`src/dpram_host_pkg.sv`:
```
package dpram_host_pkg;
    // ==========================================================
    // geometry
    localparam int ADDR_W         = 15;
    localparam int DATA_W         = 9;
    localparam int SEM_COUNT      = 8;
    localparam int SEM_ADDR_W     = 3;
    localparam logic [14:0] MAILBOX_RIGHT = 15'h7fff;
    localparam logic [14:0] MAILBOX_LEFT  = 15'h7ffe;
    // ==========================================================
    // timing
    localparam int CLK_PERIOD_NS  = 40;
    localparam int SETUP_NS       = 20;
    localparam int PULSE_NS       = 20;
    localparam int FLOWTHROUGH_NS = 25;
    localparam int SETUP_CYC      = (SETUP_NS + CLK_PERIOD_NS - 1) / CLK_PERIOD_NS;
    localparam int PULSE_CYC      = (PULSE_NS + CLK_PERIOD_NS - 1) / CLK_PERIOD_NS;
    localparam int FLOW_CYC       = (FLOWTHROUGH_NS + CLK_PERIOD_NS - 1) / CLK_PERIOD_NS;
    localparam logic [3:0] CNT_SETUP = 4'(SETUP_CYC);
    localparam logic [3:0] CNT_PULSE = 4'(PULSE_CYC);
    localparam logic [3:0] CNT_FLOW  = 4'(FLOW_CYC);
    // two more edges before the pin synchroniser agrees
    localparam logic [3:0] CNT_SYNC  = 4'h2;
    // ==========================================================
    // commands
    typedef enum logic [1:0] {
        CMD_READ     = 2'h0,
        CMD_WRITE    = 2'h1,
        CMD_SEM_GET  = 2'h2,
        CMD_SEM_FREE = 2'h3
    } cmd_e;

    typedef struct packed {
        cmd_e              cmd;
        logic [14:0]       addr;
        logic [8:0]        data;
        logic              frameByEnable;
    } req_s;

    typedef struct packed {
        logic              portSelect_n;
        logic              semaphoreSelect_n;
        logic              outputEnable_n;
        logic              readWrite;
        logic [14:0]       addr;
        logic [8:0]        dataOut;
        logic              dataOe;
    } pins_s;

    typedef enum logic [2:0] {
        ST_IDLE   = 3'h0,
        ST_SETUP  = 3'h1,
        ST_PULSE  = 3'h2,
        ST_WAIT   = 3'h3,
        ST_SAMPLE = 3'h4,
        ST_GAP    = 3'h5
    } state_e;
endpackage

```
`src/pin_sync.sv`:
```
module pin_sync
    import dpram_host_pkg::*;
#(
    parameter int W = 1
) (
    // clock and reset
    input  wire logic         ref_clk,
    input  wire logic         arst_n,
    // pins
    input  wire logic [W-1:0] pinIn,
    output logic [W-1:0]      pinStable
);
    typedef struct packed {
        logic [W-1:0] s1;
        logic [W-1:0] s2;
        logic [W-1:0] s3;
        logic [W-1:0] q;
    } sync_s;
    sync_s st;
    sync_s next_st;

    // ==========================================================
    // three stages; change accepted when stage two and three agree
    always_comb begin
        next_st    = st;
        next_st.s1 = pinIn;
        next_st.s2 = st.s1;
        next_st.s3 = st.s2;
        for (int i = 0; i < W; i++) begin
            if (st.s2[i] == st.s3[i]) begin
                next_st.q[i] = st.s3[i];
            end
        end
    end

    always_ff @(posedge ref_clk or negedge arst_n) begin
        if (!arst_n) begin
            st <= '{s1: '1, s2: '1, s3: '1, q: '1};
        end else begin
            st <= next_st;
        end
    end

    assign pinStable = st.q;
endmodule

```
`src/dpram_port_host.sv`:
```
module dpram_port_host
    import dpram_host_pkg::*;
#(
    parameter int ADDR_BITS = ADDR_W,
    parameter int DATA_BITS = DATA_W
) (
    // clock and reset
    input  wire logic                 ref_clk,
    input  wire logic                 arst_n,
    // request side
    input  wire logic                 reqValid,
    input  wire req_s                 req,
    output logic                      reqReady,
    output logic                      rspValid,
    output logic [8:0]                rspData,
    output logic                      rspGranted,
    output logic                      rspBlocked,
    output logic                      mailIrq,
    // device pins
    output logic                      portSelect_n,
    output logic                      semaphoreSelect_n,
    output logic                      outputEnable_n,
    output logic                      readWrite,
    output logic [ADDR_BITS-1:0]      addr,
    output logic [DATA_BITS-1:0]      dataOut,
    output logic                      dataOe,
    input  wire logic [DATA_BITS-1:0] dataIn,
    input  wire logic                 busy_n,
    input  wire logic                 interrupt_n
);
    typedef struct packed {
        state_e      state;
        logic [3:0]  cnt;
        req_s        cur;
        pins_s       pins;
        logic        ready;
        logic        rspValid;
        logic [8:0]  rspData;
        logic        granted;
        logic        blocked;
        logic        busySeen;
        logic        irq;
        logic        semRead;
    } host_s;
    host_s st;
    host_s next_st;

    logic [DATA_BITS-1:0] dataSync;
    logic                 busySync_n;
    logic                 intSync_n;

    // ==========================================================
    // pin synchronisers
    pin_sync #(.W(DATA_BITS + 2)) u_sync (
        .ref_clk   (ref_clk),
        .arst_n    (arst_n),
        .pinIn     ({dataIn, busy_n, interrupt_n}),
        .pinStable ({dataSync, busySync_n, intSync_n})
    );

    function automatic logic isSem(input cmd_e c);
        return (c == CMD_SEM_GET) || (c == CMD_SEM_FREE);
    endfunction

    function automatic logic isWrite(input cmd_e c);
        return (c != CMD_READ);
    endfunction

    // second pass of a semaphore request reads the latch back
    logic writing;
    assign writing = isWrite(st.cur.cmd) && !st.semRead;

    // ==========================================================
    // access sequencer
    always_comb begin
        next_st          = st;
        next_st.rspValid = 1'b0;
        next_st.irq      = ~intSync_n;
        case (st.state)
            ST_IDLE: begin
                next_st.ready = 1'b1;
                if (reqValid && st.ready) begin
                    next_st.ready    = 1'b0;
                    next_st.cur      = req;
                    next_st.busySeen = 1'b0;
                    next_st.semRead  = 1'b0;
                    // semaphore uses only three address bits and bit zero
                    next_st.pins.addr = isSem(req.cmd) ? {12'h000, req.addr[SEM_ADDR_W-1:0]} : req.addr;
                    next_st.pins.dataOut = (req.cmd == CMD_SEM_GET)  ? 9'h000 :
                                           (req.cmd == CMD_SEM_FREE) ? 9'h1ff : req.data;
                    next_st.pins.dataOe  = isWrite(req.cmd);
                    next_st.pins.readWrite = 1'b1;
                    next_st.pins.outputEnable_n = 1'b1;
                    next_st.cnt   = CNT_SETUP;
                    next_st.state = ST_SETUP;
                end
            end
            ST_SETUP: begin
                // select low; for every write the strobe falls in the same cycle
                if (isSem(st.cur.cmd)) begin
                    next_st.pins.semaphoreSelect_n = 1'b0;
                    next_st.pins.portSelect_n      = 1'b1;
                end else begin
                    next_st.pins.portSelect_n = 1'b0;
                end
                if (writing) begin
                    next_st.pins.readWrite = 1'b0;
                end else begin
                    next_st.pins.outputEnable_n = 1'b0;
                end
                next_st.cnt   = CNT_PULSE;
                next_st.state = ST_PULSE;
            end
            ST_PULSE: begin
                if (!busySync_n) begin
                    next_st.busySeen = 1'b1;
                end
                if (st.cnt > 4'h1) begin
                    next_st.cnt = st.cnt - 4'h1;
                end else begin
                    next_st.cnt   = CNT_FLOW + CNT_SYNC;
                    next_st.state = ST_WAIT;
                end
            end
            ST_WAIT: begin
                // reads wait out flowthrough plus sync latency
                if (writing || st.cnt <= 4'h1) begin
                    next_st.state = ST_SAMPLE;
                end else begin
                    next_st.cnt = st.cnt - 4'h1;
                end
            end
            ST_SAMPLE: begin
                if (!writing) begin
                    next_st.rspData = 9'(dataSync);
                    // reads drop the enable too, so it never stands without a select
                    next_st.pins.outputEnable_n = 1'b1;
                end
                next_st.granted = st.semRead && dataSync[0] == 1'b0;
                next_st.blocked = st.busySeen || !busySync_n;
                // end the cycle by the chosen control
                if (st.cur.frameByEnable) begin
                    next_st.pins.portSelect_n      = 1'b1;
                    next_st.pins.semaphoreSelect_n = 1'b1;
                end else begin
                    next_st.pins.readWrite      = 1'b1;
                    next_st.pins.outputEnable_n = 1'b1;
                end
                next_st.state = ST_GAP;
            end
            ST_GAP: begin
                // release everything; dropping select powers the port down
                next_st.pins.portSelect_n      = 1'b1;
                next_st.pins.semaphoreSelect_n = 1'b1;
                next_st.pins.readWrite         = 1'b1;
                next_st.pins.outputEnable_n    = 1'b1;
                next_st.pins.dataOe            = 1'b0;
                if (st.cur.cmd == CMD_SEM_GET && !st.semRead) begin
                    // one idle cycle with select high before the latch read
                    next_st.semRead = 1'b1;
                    next_st.cnt     = CNT_SETUP;
                    next_st.state   = ST_SETUP;
                end else begin
                    next_st.rspValid = 1'b1;
                    next_st.state    = ST_IDLE;
                end
            end
            default: begin
                next_st.state = ST_IDLE;
            end
        endcase
    end

    always_ff @(posedge ref_clk or negedge arst_n) begin
        if (!arst_n) begin
            st <= '{state: ST_IDLE, cnt: 4'h0, cur: '0,
                    pins: '{portSelect_n: 1'b1, semaphoreSelect_n: 1'b1, outputEnable_n: 1'b1,
                            readWrite: 1'b1, addr: 15'h0000, dataOut: 9'h000, dataOe: 1'b0},
                    ready: 1'b0, rspValid: 1'b0, rspData: 9'h000, granted: 1'b0,
                    blocked: 1'b0, busySeen: 1'b0, irq: 1'b0, semRead: 1'b0};
        end else begin
            st <= next_st;
        end
    end

    // ==========================================================
    // outputs
    assign reqReady          = st.ready;
    assign rspValid          = st.rspValid;
    assign rspData           = st.rspData;
    assign rspGranted        = st.granted;
    assign rspBlocked        = st.blocked;
    assign mailIrq           = st.irq;
    assign portSelect_n      = st.pins.portSelect_n;
    assign semaphoreSelect_n = st.pins.semaphoreSelect_n;
    assign outputEnable_n    = st.pins.outputEnable_n;
    assign readWrite         = st.pins.readWrite;
    assign addr              = st.pins.addr[ADDR_BITS-1:0];
    assign dataOut           = st.pins.dataOut[DATA_BITS-1:0];
    assign dataOe            = st.pins.dataOe;

    // ==========================================================
    // checks
    AST_SEM_EXCLUSIVE: assert property (@(posedge ref_clk) disable iff (!arst_n)
        !(st.pins.semaphoreSelect_n == 1'b0 && st.pins.portSelect_n == 1'b0))
        else $error("both selects low");
    AST_READ_NEEDS_SEL: assert property (@(posedge ref_clk) disable iff (!arst_n)
        (!st.pins.outputEnable_n) |-> (!st.pins.portSelect_n || !st.pins.semaphoreSelect_n))
        else $error("output enable without select");
    AST_NO_DRIVE_READ: assert property (@(posedge ref_clk) disable iff (!arst_n)
        (!st.pins.outputEnable_n) |-> !st.pins.dataOe)
        else $error("driving data during read");
    AST_SEM_BITS: assert property (@(posedge ref_clk) disable iff (!arst_n)
        (st.state == ST_PULSE && st.cur.cmd == CMD_SEM_GET) |-> st.pins.dataOut[0] == 1'b0 && st.pins.addr[14:3] == 12'h000)
        else $error("semaphore request not zero");
    AST_WRITE_END: assert property (@(posedge ref_clk) disable iff (!arst_n)
        (st.state == ST_SAMPLE && isWrite(st.cur.cmd)) |=> (st.pins.readWrite || st.pins.portSelect_n && st.pins.semaphoreSelect_n))
        else $error("write not terminated");
    AST_RESP_TIME: assert property (@(posedge ref_clk) disable iff (!arst_n)
        (reqValid && reqReady && req.cmd == CMD_READ) |-> ##[5:12] rspValid)
        else $error("read answer out of window");
    AST_RELEASE: assert property (@(posedge ref_clk) disable iff (!arst_n)
        rspValid |-> st.pins.portSelect_n && st.pins.semaphoreSelect_n)
        else $error("select held after access");
    AST_IRQ_FOLLOW: assert property (@(posedge ref_clk) disable iff (!arst_n)
        $fell(intSync_n) |=> mailIrq)
        else $error("mailbox interrupt not flagged");
endmodule

```
`config.mk`:
```
export PLATFORM = sky130hd
export DESIGN_NAME = dpram_port_host
export DESIGN_NICKNAME = d
export VERILOG_FILES = /design/src/dpram_host_pkg.sv /design/src/pin_sync.sv /design/src/dpram_port_host.sv
export SDC_FILE = /design/constraint.sdc
export NUM_CORES = 1
export LEC_CHECK = 0
export ABC_AREA = 1
export BUFFER_PORTS_ARGS = -buffer_cell sky130_fd_sc_hd__buf_2
export CORE_ASPECT_RATIO = 0.9
export CORE_MARGIN = 2
export CORE_UTILIZATION = 30
export CTS_BUF_LIST = sky130_fd_sc_hd__clkbuf_8
export DETAILED_ROUTE_END_ITERATION = 10
export PLACE_DENSITY_LB_ADDON = 0.08
export SYNTH_ARGS = -nofsm -noshare
export SYNTH_HDL_FRONTEND = slang
export SYNTH_SLANG_ARGS = --single-unit
```
`constraint.sdc`:
```
create_clock -name ref_clk -period 2.1 [get_ports ref_clk]
set_clock_uncertainty 0.15 [all_clocks]
set_input_delay 0.105 -clock ref_clk [delete_from_list [all_inputs] [get_ports ref_clk]]
set_output_delay 0.105 -clock ref_clk [all_outputs]
set_load 0.03 [all_outputs]
```
# Word level (Yosys, flattened, before mapping)
# Index checks and enable logic that the tools add are counted.
op_classes:
  reduce_logical: 29
  n_eq_ne: 32
  bitwise: 3
  muxes: 30
  order_cmp: 2
  n_addsub: 1
ops:
  columns: ["op", "n"]
  rows:
  - ["$mux W34", 1]
  - ["$mux W28", 1]
  - ["$ne A2 B2 Y1 const B", 11]
  - ["$pmux W4 S5", 1]
  - ["$mux W9", 2]
  - ["$pmux W3 S6", 1]
  - ["$mux W15", 1]
  - ["$mux W4", 3]
  - ["$reduce_and A3 Y1", 4]
  - ["$reduce_and A4 Y1", 3]
  - ["$eq A1 B1 Y1", 11]
  - ["$mux W1", 11]
  - ["$eq A2 B2 Y1 const B", 4]
  - ["$pmux W2 S4", 1]
  - ["$reduce_and A2 Y1", 4]
  - ["$reduce_bool A2 Y1", 4]
  - ["$eq A3 B2 Y1 const B", 2]
  - ["$eq A3 B3 Y1 const B", 2]
  - ["$mux W3", 2]
  - ["$pmux W1 S2", 3]
  - ["$pmux W2 S3", 1]
  - ["$reduce_bool A5 Y1", 1]
  - ["$gt A4 B1 Y1 const B", 1]
  - ["$le A4 B1 Y1 const B", 1]
  - ["other kinds (11)", 21]
totals:
  input_bits: 41
  word_cells: 132
  output_inout_bits: 43
  reg_bits: 123

# Longest topological paths before layout
logic_depth:
  depth_word: 5
  depth_mapped: 10
  depth_no_buf: 10

# By module
# A second synthesis with hierarchy kept.
hier_totals:
  cells_unflattened: 404
  hier_area_um2: 4120.2
by_module_without_submodules:
  columns: ["module", "instances", "seq_area_each_um2", "cells_each", "area_per_inst_um2"]
  rows:
  - ["dpram_port_host", 1, 1381.3, 305, 2702.6]
  - ["pin_sync", 1, 1156.1, 99, 1417.6]

# Worst setup path after synthesis
# OpenSTA, ideal clock, no wires.
synth_timing:
  path_kind: "flip-flop to flip-flop"
  start: "register st (netlist bit reqReady)"
  end: "register st (netlist bit dataOut[6])"
  stages_incl_launch_ff: 8
  n_path_buf: 1
  period_less_slack_ns: 1.534
  required_ns: 1.831
  arrival_ns: 1.265
  setup_slack_ns: 0.566
  setup_time_ns: 0.119
  cell_sequence: "dfrtp_1 nand2_1 inv_1 nand3_2 inv_2 buf_6 nand3_1 o21a_1"
synth_via:
  elab_chain_cells: 2
synth_lines:
  columns: ["element", "line", "source"]
  rows:
  - ["start: declaration", "dpram_port_host.sv:45", "host_s st;"]
  - ["start signal: assignment", "dpram_port_host.sv:176", "st <= '{state: ST_IDLE, cnt: 4'h0, cur: '0,"]
  - ["start signal: assignment", "dpram_port_host.sv:182", "st <= next_st;"]
  - ["$logic_and A1 B1 Y1", "dpram_port_host.sv:82", "if (reqValid && st.ready) begin"]
  - ["$reduce_and A2 Y1 (no source line)", null, null]
# No other way between the ends.
# A chain may end at the register's enable or synchronous reset.

# Worst setup path in the final report
layout_timing:
  start: "register st[72] in the netlist's numbering"
  end: "register st[72] in the netlist's numbering"
layout_via:
  elab_chain_cells: 4
  elab_cells_between_ends: 9
  classes_between: "1 x add/sub; 2 x order compare; 1 x eq/ne; 3 x mux; 2 x reduce/logical"
layout_lines:
  columns: ["element", "line", "source"]
  rows:
  - ["$le A4 B1 Y1", "dpram_port_host.sv:127", "if (writing || st.cnt <= 4'h1) begin"]
  - ["$logic_or A1 B1 Y1", "dpram_port_host.sv:127", null]
  - ["$ne A2 B2 Y1 (no source line)", null, null]
  - ["$reduce_and A4 Y1 (no source line)", null, null]
# Several ways; a longest one is shown, not always the timed one. The select of a mux whose other input is x is not followed.

==> run_results.csv <==
group,metric,value,unit
setup_path,end_kind,"register",
floorplanning,start_util,30.40,%
cells_and_area,fillCellCount,1376,
sta,fin_crit_sh,85.09,%
pwr,seqPwrFrac,41.9,%
grt,grt_max_degree,33,
sta,drv_slew,0,
yosys,synth_nets,434,
drt,drc_errors,0,
cts,tritoncts,"yes",
grt,grt_util_all_layers,13.00,%
run,cap_violations,0,
cells_and_area,antenna_cells,0,
grt,grt_antenna_before_repair,0,
setup_path,reg2reg_from,"st[72]",
floorplanning,die_w,125.7,µm
cells_and_area,drive_gt1_share,31.52,%
yosys,netlist_area,4001,µm²
cts,cts_setup_buffers,0,
pwr,p_sw_share,39.82,%
cells_and_area,fin_nets,533,
pwr,power.net_switching,0.002564,W
yosys,synth_seq_cells,99,
setup_path,cp_max_fo,8,
grt,busiest_layer,"met2",
worst_hold_path,hp-start,"reqValid",
sta,fin_crit,1.787,ns
setup_path,rrSetupSlack,0.31,ns
setup_path,ff2ff_path_depth,10,
drt,vias,2805,
floorplanning,die_area,14280,µm²
outcome,status,"completed",
cts,cts_made_buffers,9,
yosys,yosys_warnings,0,
yosys,yosysUniqueCellTypes,24,
cts,path_clk_slew,0.09,ns
grt,grt_pass1_vias,2913,
pwr,p_clk_share,21.4,%
setup_path,crit_path_frequent_cell,"nand2_1",
grt,use_met2,19.89,%
setup_path,crit_chain,"inv_1 -> ha_1 -> inv_1 -> nand2_1 -> nand2_1 -> nand2_1 -> nand2_1 -> nand3_1 -> nand2_1 -> nand2_1",
sta,rsz0062_at_grt,"no",
drt,routed_via_density,4.231,
setup_path,start_kind,"register",
sta,hold_viol_final,0,
place,io_buffers,83,
cts,cts_sinks,99,
setup_path,cp.required,2.22,ns
grt,grt_pass1_wl,14480,µm
cts,insertion_delay,0.37,ns
cells_and_area,post-route-util,38.17,%
pwr,power_leakage,2.476,nW
floorplanning,core_area,13160,µm²
floorplanning,num_io_pins,84,
floorplanning,fp.dieH,113.6,µm
worst_hold_path,min_path_type,"in -> reg",
yosys,synthCells,391,
cts,cts_buffer_depth,2,
cts,clockRootBuffer,"clkbuf_8",
grt,use_met1,16.77,%
cts,cts_hold_buf,39,
cts,cts_resized,0,
sta,fmax,0.5596,GHz
pwr,internal_power,0.003876,W
floorplanning,row_count,40,
pwr,fin_total_pwr,0.006440,W
drt,wl_per_cell,12.89,µm
yosys,synth.yosys.seq_area_share,63.41,%
sta,slew_headroom,54.82,%
grt,use_met3,5.300,%
pwr,peakVddDrop,634.7,µV
drt,postRouteAntennaNets,0,
place,dp_hpwl,5859,µm
worst_hold_path,hold_depth,5,
cells_and_area,areaGrowthSynthToFinish,25.55,%
pwr,power_frac_comb,36.7,%
sta,worstMarginPinSlew,0.6770,ns
setup_path,cpPeakStageDelay,0.41,ns
cts,htreeDepth,3,
setup_path,cp.arrival,1.90,ns
drt,drtIter0Drc,106,
sta,setup_viol,0,
grt,grt_overflow,0,
drt,wl,8546,µm
drt,drt-pass1-iter-count,4,
worst_hold_path,min_to,"outputEnable_n",
setup_path,r2r-end,"st[72]",
place,gp_congestion,0.8082,
yosys,avgSynthCellArea,10.23,µm²
setup_path,worstSetupPathType,"reg -> reg",
sta,tns,0,ns
sta,holdWs,0.07279,ns
pwr,power_density,1282,nW/µm²
setup_path,slowest_stage,"dfrtp_1",
[registers in the layout, indices dropped and copies added, names as in the netlist, 9 cells and up]
| register | cells |
|---|---|
| u_sync.next_st | 22 |
| st | 15 |
| addr | 12 |
| u_sync.pinStable | 11 |
| u_sync.st | 11 |
| dataOut | 9 |
| rspData | 9 |
[critical path, delay by kind of cell, from the launching register on]
family        cells  cell delay (ns)
fa+ha+maj         1             0.23
simple gates      7             0.74
buf+inv           2             0.15
flops             1             0.41
[power groups by stage]
stage               combinational, W  sequential [W]  clock (W)
global route                 0.00264         0.00276    0.00154
detailed placement           0.00234         0.00273          0
global placement             0.00233         0.00272          0
CTS                          0.00240         0.00270    0.00146
floorplan                    0.00187         0.00281          0
finish                       0.00237         0.00270    0.00138
[routing by layer]
layer / wire (µm) / vias to the layer above
li1: - / 1405
met1: 4126 / 1323
met2: 3756 / 65
met3: 522 / 12
met4: 141 / 0
met5: 0 / -
[kinds of logic (layout without fill, tap and decap cells)]
family | after synthesis | in the layout | synth area share (%)
buf+inv | 69 | 173 | 9.912
xor+xnor | 2 | 2 | 0.4379
fa+ha+maj | 13 | 13 | 3.377
compound gates | 42 | 42 | 6.129
simple gates | 166 | 166 | 16.73
flops | 99 | 99 | 63.41
[worst max path at each step]
stage	slack, ns	depth (start not counted)	startpoint	endpoint
2_1_floorplan	0.57	7	reqReady	dataOut[6]
3_3_place_gp	0.32	9	st[72]	st[74]
3_5_place_dp	0.32	10	st[72]	st[74]
4_1_cts	0.31	10	st[72]	st[74]
5_1_grt	0.15	10	st[72]	st[72]
6_report	0.31	10	st[72]	st[72]
[per-stage QoR]
stage / area (µm²) / worst slack (ns) / cells
after CTS: 5024 / 0.3074 / 663
after global placement: 4407 / 0.3191 / 608
after global routing: 5024 / 0.1487 / 663
after detailed placement: 4407 / 0.3185 / 608
after floorplan: 4001 / 0.5661 / 391
final: 5024 / 0.3131 / 663
[cells in the final DEF (no fill, tap or decap), types with 3 or more instances in the layout]
cell,Yosys,final
a21oi_1,3,3
buf_2,2,82
buf_4,34,8
clkbuf_8,0,10
dfrtp_1,51,51
dfstp_2,48,48
dlygate4sd3_1,0,39
inv_1,26,27
maj3_1,11,11
nand2_1,122,122
nand3_1,30,30
nor2_1,12,12
o21a_1,10,10
o21ai_0,24,24
[final cells by class]
| type | count | area [µm²] | share of cell area, % |
|---|---|---|---|
| multi-input cells | 223 | 1067 | 21.25 |
| flip-flops and latches | 99 | 2537 | 50.51 |
| well taps | 168 | 210.2 | 4.184 |
| repair buffers | 130 | 880.8 | 17.53 |
| clock buffers | 10 | 137.6 | 2.740 |
| clock inverters | 6 | 88.84 | 1.768 |
| inverters | 27 | 101.3 | 2.017 |
[Yosys cell counts (all sizes together)]
cell | number | area, µm²
o21ai | 25 | 125.1
o2111ai | 1 | 8.760
nand4 | 1 | 6.260
o21a | 10 | 75.07
dfrtp | 51 | 1276
inv | 27 | 101.3
nand2 | 122 | 457.9
nor2 | 12 | 45.04
a21oi | 3 | 15.01
buf | 37 | 276.5
ha | 2 | 25.02
o21bai | 1 | 7.510
xor2 | 2 | 17.52
maj3 | 11 | 110.1
o31ai | 1 | 7.510
nand3 | 31 | 160.1
dfstp | 48 | 1261
clkbuf | 5 | 18.77
a31oi | 1 | 6.260
No activity file was read; power rests on OpenSTA's default activity.
